[src/dpt_pkg.sv]
// Constants for the channel A PHY timing register bank.
// Assumes the register index space is reached over APB as byte address = index * 4.
package dpt_pkg;

	// ****************************************
	// Bus geometry
	// ****************************************
	localparam int ADDR_W = 12;
	localparam int DATA_W = 32;
	localparam int IDX_W = 8;
	localparam int IDX_LSB = 2;
	localparam int NUM_CFG = 9;
	localparam int NUM_SPARE = 6;
	localparam int SPARE_AW = 3;
	localparam int NUM_LANE = 8;
	localparam int NUM_DLL_LANE = 2;

	// ****************************************
	// Register indices (byte address is four times the index)
	// ****************************************
	localparam logic [7:0] IDX_STROBE_OUT_DELAY_PM = 8'hD3;
	localparam logic [7:0] IDX_CHANNEL_MISC = 8'hD4;
	localparam logic [7:0] IDX_CHANNEL_MISC_SECOND = 8'hD5;
	localparam logic [7:0] IDX_DATA_PHASE_RANGE = 8'hD6;
	localparam logic [7:0] IDX_STROBE_PHASE_RANGE = 8'hD7;
	localparam logic [7:0] IDX_LANE0_MASTER_DLL = 8'hD8;
	localparam logic [7:0] IDX_LANE1_MASTER_DLL = 8'hD9;
	localparam logic [7:0] IDX_LANE0_READ_STROBE_PHASE = 8'hE0;
	localparam logic [7:0] IDX_LANE1_READ_STROBE_PHASE = 8'hE1;
	localparam logic [7:0] IDX_LANE0_WRITE_DATA_PHASE = 8'hE8;
	localparam logic [7:0] IDX_LANE1_WRITE_DATA_PHASE = 8'hE9;
	localparam logic [7:0] IDX_SPARE_WORD_0 = 8'hF0;
	localparam logic [7:0] IDX_SPARE_WORD_1 = 8'hF1;
	localparam logic [7:0] IDX_SPARE_WORD_2 = 8'hF2;
	localparam logic [7:0] IDX_SPARE_WORD_3 = 8'hF3;

	// Configuration words held in flops, in slot order
	localparam logic [7:0] CFG_IDX [NUM_CFG] = '{IDX_STROBE_OUT_DELAY_PM, IDX_DATA_PHASE_RANGE,
		IDX_STROBE_PHASE_RANGE, IDX_LANE0_MASTER_DLL, IDX_LANE1_MASTER_DLL,
		IDX_LANE0_READ_STROBE_PHASE, IDX_LANE1_READ_STROBE_PHASE,
		IDX_LANE0_WRITE_DATA_PHASE, IDX_LANE1_WRITE_DATA_PHASE};
	localparam logic [31:0] CFG_RST [NUM_CFG] = '{32'h44444444, 32'h00000000, 32'h00000000,
		32'h00780078, 32'h00780078, 32'h00240024, 32'h00240024, 32'h00600060, 32'h00600060};
	// Writable bits; reserved bits stay zero
	localparam logic [31:0] CFG_MASK [NUM_CFG] = '{32'hFFFFFFFF, 32'h000F000F, 32'h000F000F,
		32'h80FFFFFF, 32'h80FFFFFF, 32'h00FF00FF, 32'h00FF00FF, 32'h00FF00FF, 32'h00FF00FF};
	localparam int SLOT_STROBE_DELAY = 0;
	localparam int SLOT_DATA_RANGE = 1;
	localparam int SLOT_STROBE_RANGE = 2;
	localparam int SLOT_MASTER_DLL = 3;
	localparam int SLOT_READ_PHASE = 5;
	localparam int SLOT_WRITE_PHASE = 7;

	// Spare words kept in the small store, in slot order
	localparam logic [7:0] SPARE_IDX [NUM_SPARE] = '{IDX_CHANNEL_MISC, IDX_CHANNEL_MISC_SECOND,
		IDX_SPARE_WORD_0, IDX_SPARE_WORD_1, IDX_SPARE_WORD_2, IDX_SPARE_WORD_3};
	localparam logic [31:0] SPARE_RST = 32'h00000000;

	// ****************************************
	// Field layout
	// ****************************************
	localparam int DELAY_W = 4;
	localparam int RANGE_W = 2;
	localparam int RANGE_PM_LSB = 16;
	localparam int ADJ_W = 8;
	localparam int ADJ_LSB = 0;
	localparam int ADJ_PM_LSB = 16;
	localparam int TST_W = 6;
	localparam int TST_LSB = 8;
	localparam int PWRDN_BIT = 14;
	localparam int RST_BIT = 15;
	localparam int RST_PM_BIT = 31;
	localparam int PHASE_W = 8;
	localparam int PHASE_LSB = 0;
	localparam int PHASE_PM_LSB = 16;

	// Phase-range codes
	localparam logic [1:0] RANGE_NOMINAL_INV = 2'h0;
	localparam logic [1:0] RANGE_QUARTER = 2'h1;
	localparam logic [1:0] RANGE_HALF = 2'h2;
	localparam logic [1:0] RANGE_THREE_QUARTER_INV = 2'h3;

	localparam logic [31:0] READ_UNMAPPED = 32'h00000000;

	typedef enum logic [1:0] {
		DPT_NORMAL = 2'b01,
		DPT_POWER_MGMT = 2'b10
	} dpt_mode_e;

endpackage : dpt_pkg

[src/dpt_store_if.sv]
// Port bundle between the register bank and its spare-word store.
// Assumes one clock shared by both ends.
`timescale 1ns/1ps
interface dpt_store_if;
	import dpt_pkg::*;
	logic we;
	logic [SPARE_AW-1:0] waddr;
	logic [DATA_W-1:0] wdata;
	logic [SPARE_AW-1:0] raddr;
	logic [DATA_W-1:0] rdata;
	modport bank (output we, output waddr, output wdata, output raddr, input rdata);
	modport store (input we, input waddr, input wdata, input raddr, output rdata);
endinterface : dpt_store_if

[src/dpt_phy_timing_regs.sv]
// Channel A PHY timing register bank with APB slave and mode selection.
// Assumes a synchronous APB master on pclk and a controller that flags idle.
//
// How it works
// Each of eight lanes has a 4-bit power-management strobe delay code, 0..7 = -1..+3/4 clock.
// The eight delay nibbles sit lane 0 lowest and each resets to 4, meaning no delay.
// A 2-bit data/mask phase-range code selects nominal, quarter, half or three-quarter delay.
// Lanes 0 and 1 keep separate power-management data/mask phase-range copies resetting to 0.
// Lanes 0 and 1 have strobe phase-range fields, normal and power-management, resetting to 0.
// Lanes 0 and 1 hold an 8-bit master DLL adjust with a power-management copy, both 0x78.
// Lanes 0 and 1 each have a 6-bit master DLL test select that resets to zero.
// The power-down bit powers down the lane master DLL and the reset bit holds it in reset.
// A separate power-management DLL reset bit sits at bit 31 and bits 30:24 read zero.
// Lanes 0 and 1 each hold an 8-bit read strobe phase with a power-management copy, both 0x24.
// Lanes 0 and 1 each hold an 8-bit write data phase with a power-management copy, both 0x60.
// Two miscellaneous words are plain 32-bit read-write registers resetting to zero.
// Four spare words are plain 32-bit read-write registers resetting to zero.
// The power-management copies apply while that mode is active, switching only when idle.
`timescale 1ns/1ps
module dpt_phy_timing_regs
	import dpt_pkg::*;
(
	input wire logic pclk,
	input wire logic presetn,
	input wire logic pce,
	input wire logic psel,
	input wire logic penable,
	input wire logic pwrite,
	input wire logic [ADDR_W-1:0] paddr,
	input wire logic [DATA_W-1:0] pwdata,
	output logic pready,
	output logic [DATA_W-1:0] prdata,
	output logic pslverr,
	input wire logic pm_request,
	input wire logic ctrl_idle,
	output logic pm_active,
	output logic [NUM_LANE*DELAY_W-1:0] strobe_delay_pm,
	output logic [NUM_DLL_LANE*RANGE_W-1:0] data_phase_range,
	output logic [NUM_DLL_LANE*RANGE_W-1:0] strobe_phase_range,
	output logic [NUM_DLL_LANE*ADJ_W-1:0] master_adjust,
	output logic [NUM_DLL_LANE*TST_W-1:0] dll_test_select,
	output logic [NUM_DLL_LANE-1:0] dll_powerdown,
	output logic [NUM_DLL_LANE-1:0] dll_reset,
	output logic [NUM_DLL_LANE*PHASE_W-1:0] read_strobe_phase,
	output logic [NUM_DLL_LANE*PHASE_W-1:0] write_data_phase
);

	// ****************************************
	// Address decode
	// ****************************************
	logic [IDX_W-1:0] idx;
	logic aligned;
	logic [NUM_CFG-1:0] cfg_hit;
	logic [NUM_SPARE-1:0] spare_hit;
	logic any_cfg;
	logic any_spare;
	logic [SPARE_AW-1:0] spare_slot;
	logic [DATA_W-1:0] cfg_rd;

	// Only the low index bits carry an address; bits above them are ignored, so upper addresses alias
	assign idx = paddr[IDX_LSB +: IDX_W];
	assign aligned = (paddr[IDX_LSB-1:0] == '0);

	for (genvar i = 0; i < NUM_CFG; i++)
	begin : g_cfg_hit
		assign cfg_hit[i] = aligned && (idx == CFG_IDX[i]);
	end

	for (genvar i = 0; i < NUM_SPARE; i++)
	begin : g_spare_hit
		assign spare_hit[i] = aligned && (idx == SPARE_IDX[i]);
	end

	assign any_cfg = |cfg_hit;
	assign any_spare = |spare_hit;

	always_comb
	begin
		spare_slot = '0;
		for (int i = 0; i < NUM_SPARE; i++)
		begin
			if (spare_hit[i])
				spare_slot = SPARE_AW'(i);
		end
	end

	// ****************************************
	// APB handshake
	// ****************************************
	// Every access takes one wait state so that the spare store can answer
	// from its registered read port; this keeps the timing uniform for all words.
	logic ready_q;
	logic err_q;
	logic [DATA_W-1:0] rdata_q;
	logic wr_commit;

	always_ff @(posedge pclk or negedge presetn)
	begin
		if (!presetn)
			ready_q <= 1'b0;
		else if (pce)
			ready_q <= psel && penable && !ready_q;
	end

	always_ff @(posedge pclk or negedge presetn)
	begin
		if (!presetn)
			err_q <= 1'b0;
		else if (pce)
			err_q <= psel && penable && !ready_q && !any_cfg && !any_spare;
	end

	assign wr_commit = pce && psel && penable && ready_q && pwrite;
	assign pready = ready_q;
	assign pslverr = err_q;

	// ****************************************
	// Configuration words
	// ****************************************
	logic [DATA_W-1:0] cfg_q [NUM_CFG];

	for (genvar i = 0; i < NUM_CFG; i++)
	begin : g_cfg
		always_ff @(posedge pclk or negedge presetn)
		begin
			if (!presetn)
				cfg_q[i] <= CFG_RST[i];
			else if (wr_commit && cfg_hit[i])
				cfg_q[i] <= pwdata & CFG_MASK[i];
		end
	end

	always_comb
	begin
		cfg_rd = READ_UNMAPPED;
		for (int i = 0; i < NUM_CFG; i++)
		begin
			if (cfg_hit[i])
				cfg_rd = cfg_q[i];
		end
	end

	// ****************************************
	// Spare and miscellaneous words
	// ****************************************
	dpt_store_if st ();

	assign st.we = wr_commit && any_spare;
	assign st.waddr = spare_slot;
	assign st.wdata = pwdata;
	assign st.raddr = spare_slot;

	dpt_spare_store u_store (
		.pclk(pclk),
		.presetn(presetn),
		.pce(pce),
		.st(st.store)
	);

	// ****************************************
	// Read data
	// ****************************************
	always_ff @(posedge pclk or negedge presetn)
	begin
		if (!presetn)
			rdata_q <= READ_UNMAPPED;
		else if (pce && psel && penable && !ready_q)
		begin
			if (any_cfg)
				rdata_q <= cfg_rd;
			else if (any_spare)
				rdata_q <= st.rdata;
			else
				rdata_q <= READ_UNMAPPED;
		end
	end

	assign prdata = rdata_q;

	// ****************************************
	// Mode selection
	// ****************************************
	// Switching mid-burst would retune the DLLs under live traffic, so the
	// change waits for the controller to report idle.
	dpt_mode_e mode_q;
	dpt_mode_e mode_d;

	always_comb
	begin
		mode_d = mode_q;
		case (mode_q)
			DPT_NORMAL:
			begin
				if (pm_request && ctrl_idle)
					mode_d = DPT_POWER_MGMT;
			end
			DPT_POWER_MGMT:
			begin
				if (!pm_request && ctrl_idle)
					mode_d = DPT_NORMAL;
			end
			default:
				mode_d = DPT_NORMAL;
		endcase
	end

	always_ff @(posedge pclk or negedge presetn)
	begin
		if (!presetn)
			mode_q <= DPT_NORMAL;
		else if (pce)
			mode_q <= mode_d;
	end

	assign pm_active = (mode_q == DPT_POWER_MGMT);

	// ****************************************
	// Lane settings to the PHY
	// ****************************************
	logic [DATA_W-1:0] delay_q;

	always_ff @(posedge pclk or negedge presetn)
	begin
		if (!presetn)
			delay_q <= CFG_RST[SLOT_STROBE_DELAY];
		else if (pce)
			delay_q <= cfg_q[SLOT_STROBE_DELAY];
	end

	assign strobe_delay_pm = delay_q;

	logic [NUM_DLL_LANE*RANGE_W-1:0] drange_q;
	logic [NUM_DLL_LANE*RANGE_W-1:0] srange_q;
	logic [NUM_DLL_LANE*ADJ_W-1:0] adj_q;
	logic [NUM_DLL_LANE*TST_W-1:0] tst_q;
	logic [NUM_DLL_LANE-1:0] pwrdn_q;
	logic [NUM_DLL_LANE-1:0] rst_q;
	logic [NUM_DLL_LANE*PHASE_W-1:0] rphase_q;
	logic [NUM_DLL_LANE*PHASE_W-1:0] wphase_q;

	for (genvar l = 0; l < NUM_DLL_LANE; l++)
	begin : g_lane
		logic [DATA_W-1:0] mdll;
		logic [DATA_W-1:0] rph;
		logic [DATA_W-1:0] wph;
		logic pm;

		assign mdll = cfg_q[SLOT_MASTER_DLL+l];
		assign rph = cfg_q[SLOT_READ_PHASE+l];
		assign wph = cfg_q[SLOT_WRITE_PHASE+l];
		assign pm = (mode_q == DPT_POWER_MGMT);

		always_ff @(posedge pclk or negedge presetn)
		begin
			if (!presetn)
			begin
				drange_q[l*RANGE_W +: RANGE_W] <= RANGE_NOMINAL_INV;
				srange_q[l*RANGE_W +: RANGE_W] <= RANGE_NOMINAL_INV;
			end
			else if (pce)
			begin
				// Same four-value code in both copies
				drange_q[l*RANGE_W +: RANGE_W] <= pm ?
					cfg_q[SLOT_DATA_RANGE][RANGE_PM_LSB+l*RANGE_W +: RANGE_W] :
					cfg_q[SLOT_DATA_RANGE][l*RANGE_W +: RANGE_W];
				srange_q[l*RANGE_W +: RANGE_W] <= pm ?
					cfg_q[SLOT_STROBE_RANGE][RANGE_PM_LSB+l*RANGE_W +: RANGE_W] :
					cfg_q[SLOT_STROBE_RANGE][l*RANGE_W +: RANGE_W];
			end
		end

		always_ff @(posedge pclk or negedge presetn)
		begin
			if (!presetn)
			begin
				adj_q[l*ADJ_W +: ADJ_W] <= CFG_RST[SLOT_MASTER_DLL][ADJ_LSB +: ADJ_W];
				tst_q[l*TST_W +: TST_W] <= '0;
				pwrdn_q[l] <= 1'b0;
				rst_q[l] <= 1'b0;
			end
			else if (pce)
			begin
				adj_q[l*ADJ_W +: ADJ_W] <= pm ? mdll[ADJ_PM_LSB +: ADJ_W] :
					mdll[ADJ_LSB +: ADJ_W];
				tst_q[l*TST_W +: TST_W] <= mdll[TST_LSB +: TST_W];
				pwrdn_q[l] <= mdll[PWRDN_BIT];
				rst_q[l] <= pm ? mdll[RST_PM_BIT] : mdll[RST_BIT];
			end
		end

		always_ff @(posedge pclk or negedge presetn)
		begin
			if (!presetn)
			begin
				rphase_q[l*PHASE_W +: PHASE_W] <= CFG_RST[SLOT_READ_PHASE][PHASE_LSB +: PHASE_W];
				wphase_q[l*PHASE_W +: PHASE_W] <= CFG_RST[SLOT_WRITE_PHASE][PHASE_LSB +: PHASE_W];
			end
			else if (pce)
			begin
				rphase_q[l*PHASE_W +: PHASE_W] <= pm ? rph[PHASE_PM_LSB +: PHASE_W] :
					rph[PHASE_LSB +: PHASE_W];
				wphase_q[l*PHASE_W +: PHASE_W] <= pm ? wph[PHASE_PM_LSB +: PHASE_W] :
					wph[PHASE_LSB +: PHASE_W];
			end
		end
	end

	assign data_phase_range = drange_q;
	assign strobe_phase_range = srange_q;
	assign master_adjust = adj_q;
	assign dll_test_select = tst_q;
	assign dll_powerdown = pwrdn_q;
	assign dll_reset = rst_q;
	assign read_strobe_phase = rphase_q;
	assign write_data_phase = wphase_q;

endmodule : dpt_phy_timing_regs

[src/dpt_spare_store.sv]
// Small store for the reserved and miscellaneous words.
// Assumes pclk domain; read data are registered one cycle after raddr.
`timescale 1ns/1ps
module dpt_spare_store
	import dpt_pkg::*;
(
	input wire logic pclk,
	input wire logic presetn,
	input wire logic pce,
	dpt_store_if.store st
);

	logic [DATA_W-1:0] mem_q [NUM_SPARE];
	logic [DATA_W-1:0] rdata_q;

	// ****************************************
	// Storage
	// ****************************************
	for (genvar i = 0; i < NUM_SPARE; i++)
	begin : g_word
		always_ff @(posedge pclk or negedge presetn)
		begin
			if (!presetn)
				mem_q[i] <= SPARE_RST;
			else if (pce && st.we && (st.waddr == SPARE_AW'(i)))
				mem_q[i] <= st.wdata;
		end
	end

	always_ff @(posedge pclk or negedge presetn)
	begin
		if (!presetn)
			rdata_q <= SPARE_RST;
		else if (pce)
			rdata_q <= (st.raddr < SPARE_AW'(NUM_SPARE)) ? mem_q[st.raddr] : SPARE_RST;
	end

	assign st.rdata = rdata_q;

endmodule : dpt_spare_store

[config.mk]
export PLATFORM = sky130hd
export DESIGN_NAME = dpt_phy_timing_regs
export DESIGN_NICKNAME = d
export VERILOG_FILES = /design/src/dpt_pkg.sv /design/src/dpt_store_if.sv /design/src/dpt_phy_timing_regs.sv /design/src/dpt_spare_store.sv
export SDC_FILE = /design/constraint.sdc
export NUM_CORES = 1
export LEC_CHECK = 0
export ABC_AREA = 1
export BUFFER_PORTS_ARGS = -buffer_cell sky130_fd_sc_hd__clkbuf_2
export CAP_MARGIN = 30
export CORE_ASPECT_RATIO = 1.4
export CORE_UTILIZATION = 55
export CTS_CLUSTER_DIAMETER = 120
export CTS_CLUSTER_SIZE = 16
export DETAILED_ROUTE_END_ITERATION = 7
export PLACE_DENSITY_LB_ADDON = 0.12
export SYNTH_ARGS = -nofsm -noshare
export SYNTH_HDL_FRONTEND = slang
export SYNTH_HIERARCHICAL = 1
export SYNTH_SLANG_ARGS = --single-unit
[constraint.sdc]
create_clock -name pclk -period 2.1 [get_ports pclk]
set_input_delay 0.63 -clock pclk [delete_from_list [all_inputs] [get_ports pclk]]
set_output_delay 0.63 -clock pclk [all_outputs]
set_load 0.01 [all_outputs]
# Word-level counts from Yosys, hierarchy flattened

Index checks and enable logic that the tools add are counted.

Flip-flop bits (word level): 526
Input bits: 52
Output and inout port bits: 139
Word-level logic and storage cells: 151

Magnitude comparators: 2
Equal/unequal tests: 24
Mux-type cells: 35
Bitwise logic cells: 1
Reductions and logical operators: 52

Operator list:

| cell                 | count |
|---|---|
| $mux W32             | 14 |
| $eq A8 B8 Y1 const B | 15 |
| $bmux W32 S3         | 1 |
| $mux W8              | 6 |
| $logic_and A1 B1 Y1  | 43 |
| $mux W2              | 8 |
| $reduce_or A9 Y1     | 1 |
| $eq A3 B2 Y1 const B | 2 |
| $eq A3 B3 Y1 const B | 2 |
| $mux W3              | 2 |
| $reduce_or A6 Y1     | 1 |
| $ge A4 B4 Y1 const B | 1 |
| $logic_not A1 Y1     | 4 |
| $not A3 Y4           | 1 |
| $pmux W2 S2          | 1 |
| $eq A3 B1 Y1 const B | 1 |
| $logic_not A3 Y1     | 1 |
| $lt A3 B3 Y1 const B | 1 |
| $mux W1              | 3 |
| $reduce_and A3 Y1    | 1 |
| $eq A2 B1 Y1 const B | 1 |
| $eq A2 B2 Y1 const B | 1 |
| $logic_not A2 Y1     | 1 |
| $ne A2 B1 Y1 const B | 1 |
| $ne A2 B2 Y1 const B | 1 |

# Logic depth before layout (Yosys ltp)

Gate-level depths: netlist of run 1.

Depth after elaboration: 12
Gate-level depth with buffers: 20
Depth with buffers taken out: 16

# By module

Netlist of run 1, hierarchy kept.

Modules (own cells, without submodules):

| module              | instances | cells an instance | area each (um^2) | seq. area each (um^2) |
|---|---|---|---|---|
| dpt_phy_timing_regs | 1         | 1557              | 13312.8          | 7638.6 |
| dpt_spare_store     | 1         | 1281              | 10059.6          | 5605.4 |

# Worst setup path after synthesis of run 1

OpenSTA, ideal clock, no wires.

Path type: input to register
From: input port paddr[1]
To: register u_store.rdata_q[10], in the netlist u_store/st.rdata[10]
Setup time: 0.116 ns
Data arrival time: 2.575 ns
Required time: 1.984 ns
Slack: -0.591 ns
Stages: 16
Path buffers: 4
Cells stage by stage: nor2_8 > inv_2 > nor3_1 > nand3_1 > o21ai_4 > buf_4 > inv_1 > nor2_1 > buf_2 > buf_2 > buf_2 > nand2_1 > nand3_1 > a21oi_1 > nand2_1 > nand2_1

Longest elaborated chain between the ends: 12
Elaborated cells on any way between the ends: 17
Classes of those cells: order compare: 1; mux: 9; bitwise: 1; reduce/logical: 6

Ends and longest elaborated chain:

| element                                     | line                      | source |
|---|---|---|
| start, declared                             | dpt_phy_timing_regs.sv:29 | `input wire logic [ADDR_W-1:0] paddr,` |
| $logic_not A2 Y1 (*)                        | dpt_phy_timing_regs.sv:62 | `assign aligned = (paddr[IDX_LSB-1:0] == '0);` |
| $logic_and A1 B1 Y1                         | dpt_phy_timing_regs.sv:71 | `assign spare_hit[i] = aligned && (idx == SPARE_IDX[i]);` |
| $mux W1                                     | dpt_phy_timing_regs.sv:82 | `if (spare_hit[i])` |
| $mux W2 (2 in a row)                        | dpt_phy_timing_regs.sv:82 |  |
| $mux W3                                     | dpt_phy_timing_regs.sv:82 |  |
| $mux W3 (*)                                 | dpt_phy_timing_regs.sv:82 |  |
| net spare_slot[0]                           | dpt_phy_timing_regs.sv:57 | `logic [SPARE_AW-1:0] spare_slot;` |
| $not A3 Y4 (not written as such)            | dpt_spare_store.sv:35     | `rdata_q <= (st.raddr < SPARE_AW'(NUM_SPARE)) ? mem_q[st.raddr] : SPARE_RST;` |
| $bmux W32 S3                                | dpt_spare_store.sv:35     |  |
| $mux W32 (not written as such) (2 in a row) | dpt_spare_store.sv:35     |  |
| $mux W32 (*)                                | dpt_spare_store.sv:35     |  |
| end signal, assigned                        | dpt_spare_store.sv:35     |  |
| end, declared                               | dpt_spare_store.sv:14     | `logic [DATA_W-1:0] rdata_q;` |

The timed path passes the listed nets; every way through them passes the cells marked *. The select of a mux whose other input is x is not followed.
A chain may end at the register's enable or synchronous reset.

# Worst setup path after layout of run 1

From: input port paddr[7]
To: register u_store/mem_q[151] in the netlist's numbering

Longest elaborated chain between the ends: 9
Elaborated cells on any way between the ends: 22
Classes of those cells: eq/ne: 7; mux: 5; reduce/logical: 10

Ends and longest elaborated chain:

| element                       | line                      | source |
|---|---|---|
| $eq A8 B8 Y1                  | dpt_phy_timing_regs.sv:71 |  |
| $logic_and A1 B1 Y1           | dpt_phy_timing_regs.sv:71 |  |
| $mux W1                       | dpt_phy_timing_regs.sv:82 |  |
| $mux W2 (2 in a row)          | dpt_phy_timing_regs.sv:82 |  |
| $mux W3                       | dpt_phy_timing_regs.sv:82 |  |
| $mux W3 (*)                   | dpt_phy_timing_regs.sv:82 |  |
| net spare_slot[0]             | dpt_phy_timing_regs.sv:57 |  |
| $eq A3 B1 Y1 (*)              | dpt_spare_store.sv:25     | `else if (pce && st.we && (st.waddr == SPARE_AW'(i)))` |
| $logic_and A1 B1 Y1 (*)       | dpt_spare_store.sv:25     |  |
| end signal, assigned by index | dpt_spare_store.sv:26     | `mem_q[i] <= st.wdata;` |
| end, declared                 | dpt_spare_store.sv:13     | `logic [DATA_W-1:0] mem_q [NUM_SPARE];` |

The timed path passes the listed nets; every way through them passes the cells marked *.

==> results of run 1 <==
## area by class of cell
| cell class | count | area, um^2 |
|---|---|---|
| Fill cell | 3592 | 14300 |
| Multi-Input combinational cell | 1935 | 8700 |
| Tap cell | 546 | 683 |
| Inverter | 211 | 825 |
| Timing Repair Buffer | 378 | 3160 |
| Clock buffer | 65 | 1080 |
| Clock inverter | 1 | 8.76 |
| Sequential cell | 526 | 13200 |
## state kept, by name, summed over array words and instances (netlist names), 4 cells and up
register            flops
prdata                 32
master_adjust          16
dll_test_select        12
write_data_phase       16
strobe_phase_range      4
cfg_q                  48
g_lane.rph             32
u_store/st.rdata       32
data_phase_range        4
u_store/mem_q         192
read_strobe_phase      16
g_lane.wph             32
g_lane.mdll            50
strobe_delay_pm        32
## repair_timing
action	CTS	global route
gates cloned	0	5
buffers inserted	1	4
gates resized for setup	2	28
hold buffers	1	0
hold endpoints to repair	12	0
endpoints found under the setup margin	12	224
pin swaps	3	6
## through the flow
stage,cell area [um^2],util (%),TNS [ns],worst slack (ns)
after floorplan,23600,-,-75.95,-0.407
after global placement,26300,62.8,-131.05,-0.601
after detailed placement,26300,62.8,-137.41,-0.600
after CTS,27500,65.4,0,0.00185
after global routing,27700,66.0,-0.380,-0.0296
final,27700,66.0,0,0.0488
## final timing paths
kind	startpoint	to	slack, ns	depth (start not counted)
hold / removal	pwdata[29]	cfg_q[285]	0.35	2
hold reg to reg	cfg_q[286]	strobe_delay_pm[30]	0.46	2
setup reg to reg	pready	u_store/mem_q[151]	0.15	9
max in group asynchronous	presetn	cfg_q[282]	0.73	4
min in group asynchronous	presetn	pslverr	0.51	2
setup / recovery	paddr[7]	u_store/mem_q[151]	0.05	17
## Yosys cell counts (26+ instances only)
cell,instances,area (um^2)
nand2_1,1038,3900
nand3_1,112,561
o21ai_0,462,2310
nor2_1,117,439
buf_2,53,265
dfstp_2,65,1710
nand4_1,42,263
a21oi_1,48,240
inv_1,195,732
o21ai_1,26,130
dfrtp_1,461,11500
clkbuf_1,95,357
## where the power goes
part | switching, uW | internal (uW) | total (uW)
Combinational | 2120 | 1080 | 3200
Clock | 3580 | 3520 | 7100
Sequential | 511 | 10800 | 11400
Total | 6210 | 15400 | 21700
## kinds of logic after synthesis
logic type	after synthesis	synth area share, %
AOI/OAI and AO/OA	570	12.6
buffers and inverters	377	6.60
DFF	526	56.7
muxes	7	0.337
and+or+nand+nor	1358	23.8
## routing by layer
layer | up-vias | global-route usage (%)
met3 | 176 | 4.14
met4 | 2 | 16.4
li1 | 9592 | -
met1 | 9773 | 43.2
met5 | - | 0
met2 | 705 | 57.0
==> flow_summary.toml, run 1 <==
[status]
outcome = "complete, no violations"

[clock_network]
clkTransAtPathRegs_ns = 0.07
cts_root_buffer = "clkbuf_16"
clock_latency_ns = 0.58
clk_path_buf_depth = 3
cts_sinks = 526
cts_max_level = 2
numCtsBuffers = 38
cts_tree = "yes"

[detailed_routing]
antenna_left = 0
dr_total_vias = 20200
drt_pass1_iterations = 6
drt_iter0_markers = 1901
route.detailed.drc = 0
wl_met1_um = 29100
wl_per_cell_um = 19.9
top_layer = "met5"
route.met3.wl_um = 3960
finalWirelength_um = 72900
wl_met2_um = 36100
routed_via_density = 5.53

[timing]
min_period_over_period_pct = 97.7
relSlewSlack_pct = 55.8
report.final.slew_viol_count = 0
fin_hold_ws_ns = 0.351
worst_pin_slew_ns = 0.663
min_period_ns = 2.05
finalHoldViolations = 0
setup_viol = 0
finClkSkew_ns = 0.0352
fmax_ghz = 0.488

[logic_synthesis]
synth_cells = 2838
synth.distinct_cells = 37
synth.yosys.seq_area_share_pct = 56.7
yosys_register_bits = 526
synth_ff_type = "dfrtp_1"
synth.avg_cell_area_um2 = 8.24
synthArstFlopShare_pct = 100
synth_warnings = 6
syn_nets = 2890
synth_edf_count = 0
synthesis.area_um2 = 23400

[critical_path]
end_kind = "flip-flop"
cp_cell_sequence = "buf_4, inv_16, nand2_8, nor2_8, inv_2, nor2_4, nand2_2, o21ai_4, inv_4, nor2_4, buf_12, inv_2, nor2_4, nand2_8, clkbuf_16, nand2_1, o21ai_0"
cpMostUsedCell = "nor2_4"
cpLargestDelayFamily = "simple AND/OR/NAND/NOR gates"
cpPeakStageDelay_ns = 0.19
cp-start-kind = "input pin"
crit_path_top_delay_cell = "clkbuf_16"
worst-path-buf-inv = 7
critPathMaxFanout = 8
setup.worst_path.class = "input pin to flip-flop"
crit_arrival_ns = 2.47
cp_data_required_time_ns = 2.52

[final_layout]
finalNonFillerCells = 3662
area_growth_pct = 18.5
final_common_cell = "nand2_1"
drive_above_1_share_pct = 18.3
layout_common_cells = "nand2_1, dfrtp_1, o21ai_0"
num_antenna_cells = 0
layout.nets = 3142

[die]
rows = 89
start_util_pct = 55.7
dieArea_um2 = 43300
fp.dieH_um = 246
core-area_um2 = 42000
die_w_um = 176
io_pins = 191

[power_and_ir_drop]
p_per_area_nw_per_um2 = 782
leakagePower_uw = 0.0134
power_uw = 21700
vdd_ir_drop_max_uv = 641

[global_routing]
grt_pass1_vias = 19400
overflow = 0
grt_pass1_wl_um = 112000
grt_max_degree = 79
grt_antenna_before_repair = 1
globalRouteTotalUtil_pct = 33.9

[worst_hold_path]
hold_path_class = "input pin to flip-flop"

[job]
cap_violations = 0

[placement]
dp_hpwl_um = 50800
finalWeightedCongestion = 1.12
portBuffers = 188
dp_cells = 3585
(Power assumes the default switching activity.)
==> run 2, diff against run 1 <==
Settings changed: CTS_BUF_LIST from default to sky130_fd_sc_hd__clkbuf_8, SKIP_LAST_GASP from default to 1.
Clock period 2.1 ns to 1.97 ns, I/O delays scaled along.
==> flow_summary.toml, run 2 (synthesized netlist as in run 1, its figures left out) <==
[final_layout]
register_area_um2 = 13200
fin_area_um2 = 27300
area_growth_pct = 16.9
fill_cells = 3668
post-route-util_pct = 65.1
multi_input_area_um2 = 8710
largest_register_ff_count = 192
drive_above_1_share_pct = 18.5
largest_register = "u_store/mem_q"
final_common_cell = "nand2_1"
layout_common_cells = "nand2_1, dfrtp_1, o21ai_0"
layout.nets = 3152

[worst_hold_path]
hold_path_class = "input pin to flip-flop"
hold_path_end = "cfg_q[283]"
whs_path_depth = 2
min_from = "pwdata[27]"

[timing]
rsz0062_at_grt = "true"
relSlewSlack_pct = 65.0
setup_viol = 1
min_period_over_period_pct = 100
min_period_ns = 1.98
fmax_ghz = 0.506
finalHoldViolations = 0
worst_pin_slew_ns = 0.524
fin_hold_ws_ns = 0.233
finClkSkew_ns = 0.0394
setup_ws_ns = -0.00670
report.final.slew_viol_count = 0
fin_tns_setup_ns = -0.00670

[detailed_routing]
drt_pass1_iterations = 5
antenna_left = 0
wl_per_cell_um = 20.0
route.detailed.drc = 0
routed_via_density = 5.60
drt_iter0_markers = 2030
finalWirelength_um = 73500
dr_total_vias = 20600

[placement]
dp_slack_ns = -0.705
placed_cell_area_um2 = 26300
finalWeightedCongestion = 0.999
dp_hpwl_um = 51200
portBuffers = 188

[status]
outcome = "finished with violations"
violations = "setup timing"

[global_routing]
grt_pass1_wl_um = 111000
grt_pass1_vias = 19200
overflow = 0
globalRouteTotalUtil_pct = 33.7
grt_antenna_before_repair = 2
grt_max_degree = 68

[clock_network]
cts_root_buffer = "clkbuf_8"
clkTransAtPathRegs_ns = 0.11
cts_tree = "yes"
clock_latency_ns = 0.63
cts_max_level = 2
clk_path_buf_depth = 3
numCtsBuffers = 38
cts_sinks = 526

[critical_path]
r2r_slack_ns = 0.10
crit_arrival_ns = 1.39
setup.worst_path.class = "flip-flop to primary output"
timing.rr.end = "u_store/mem_q[137]"
critPathMaxFanout = 2
cp-start-kind = "flip-flop"
cp-startpoint = "mode_q[0]"
cp_data_required_time_ns = 1.38
end_kind = "primary output"
reg2regPathDepth = 10
r2r_start = "pready"

[die]
fp.dieH_um = 246
die_w_um = 176
io_pins = 191
dieArea_um2 = 43300
core-area_um2 = 42000
start_util_pct = 55.7
rows = 89

[power_and_ir_drop]
vdd_ir_drop_max_uv = 612
leakagePower_uw = 0.0134
p_per_area_nw_per_um2 = 766

[job]
cap_violations = 0
==> run 2: cell types whose count changed in the layout (fill, tap and decap cells not counted), sizes merged <==
cell	delta
buf	+9
clkbuf	-24
clkinvlp	+1
diode	+2
inv	+26
==> run 2: metrics by stage <==
stage,power (uW),cells
2_1_floorplan,13700,2838
3_3_place_gp,15600,3592
3_5_place_dp,15700,3592
4_1_cts,21000,3664
5_1_grt,21800,3675
6_report,20900,3676
==> run 2: layer usage <==
metal	share of wire, %	up-vias	track usage [%]
met2	49	822	55.6
met4	5.3	2	17.0
met5	0.018	-	0
met1	40	9998	43.7
met3	6.1	169	4.16
li1	-	9585	-
==> run 2: worst max-delay path by stage <==
stage | endpoint | slack, ns | depth (start not counted)
6_report | pm_active | -0.007 | 2
5_1_grt | pm_active | -0.05 | 2
4_1_cts | pm_active | -0.10 | 3
3_5_place_dp | u_store/mem_q[98] | -0.70 | 16
3_3_place_gp | u_store/mem_q[125] | -0.72 | 16
2_1_floorplan | u_store/st.rdata[0] | -0.50 | 20
==> run 2: area by class of cell <==
| cell class | instances | share of cell area [%] |
|---|---|---|
| clock buffer | 40 | 2.01 |
| multi-input combinational | 1935 | 31.9 |
| inverter | 211 | 3.01 |
| timing repair buffer | 388 | 11.7 |
| clock inverter | 28 | 0.398 |
| sequential | 526 | 48.5 |
| antenna | 2 | 0.0183 |
| tap | 546 | 2.50 |
==> run 2: repair_timing <==
action	CTS	global route
endpoints found under the hold margin	17	0
hold buffers	1	0
pin swaps	4	8
gates resized for setup	9	23
endpoints found under the setup margin	79	217
buffers inserted	3	2
gates cloned	0	8
==> run 2: worst max-delay path: stages (launching register included) <==
cell	delay [ns]
dfstp_2	0.57
nor2_4	0.07
buf_6	0.12
==> run 2: power by group <==
group,internal [uW],switching [uW],total [uW]
Clock,1900,3500,5400
Sequential,11600,513,12100
Combinational,1200,2250,3450
Total,14700,6260,20900
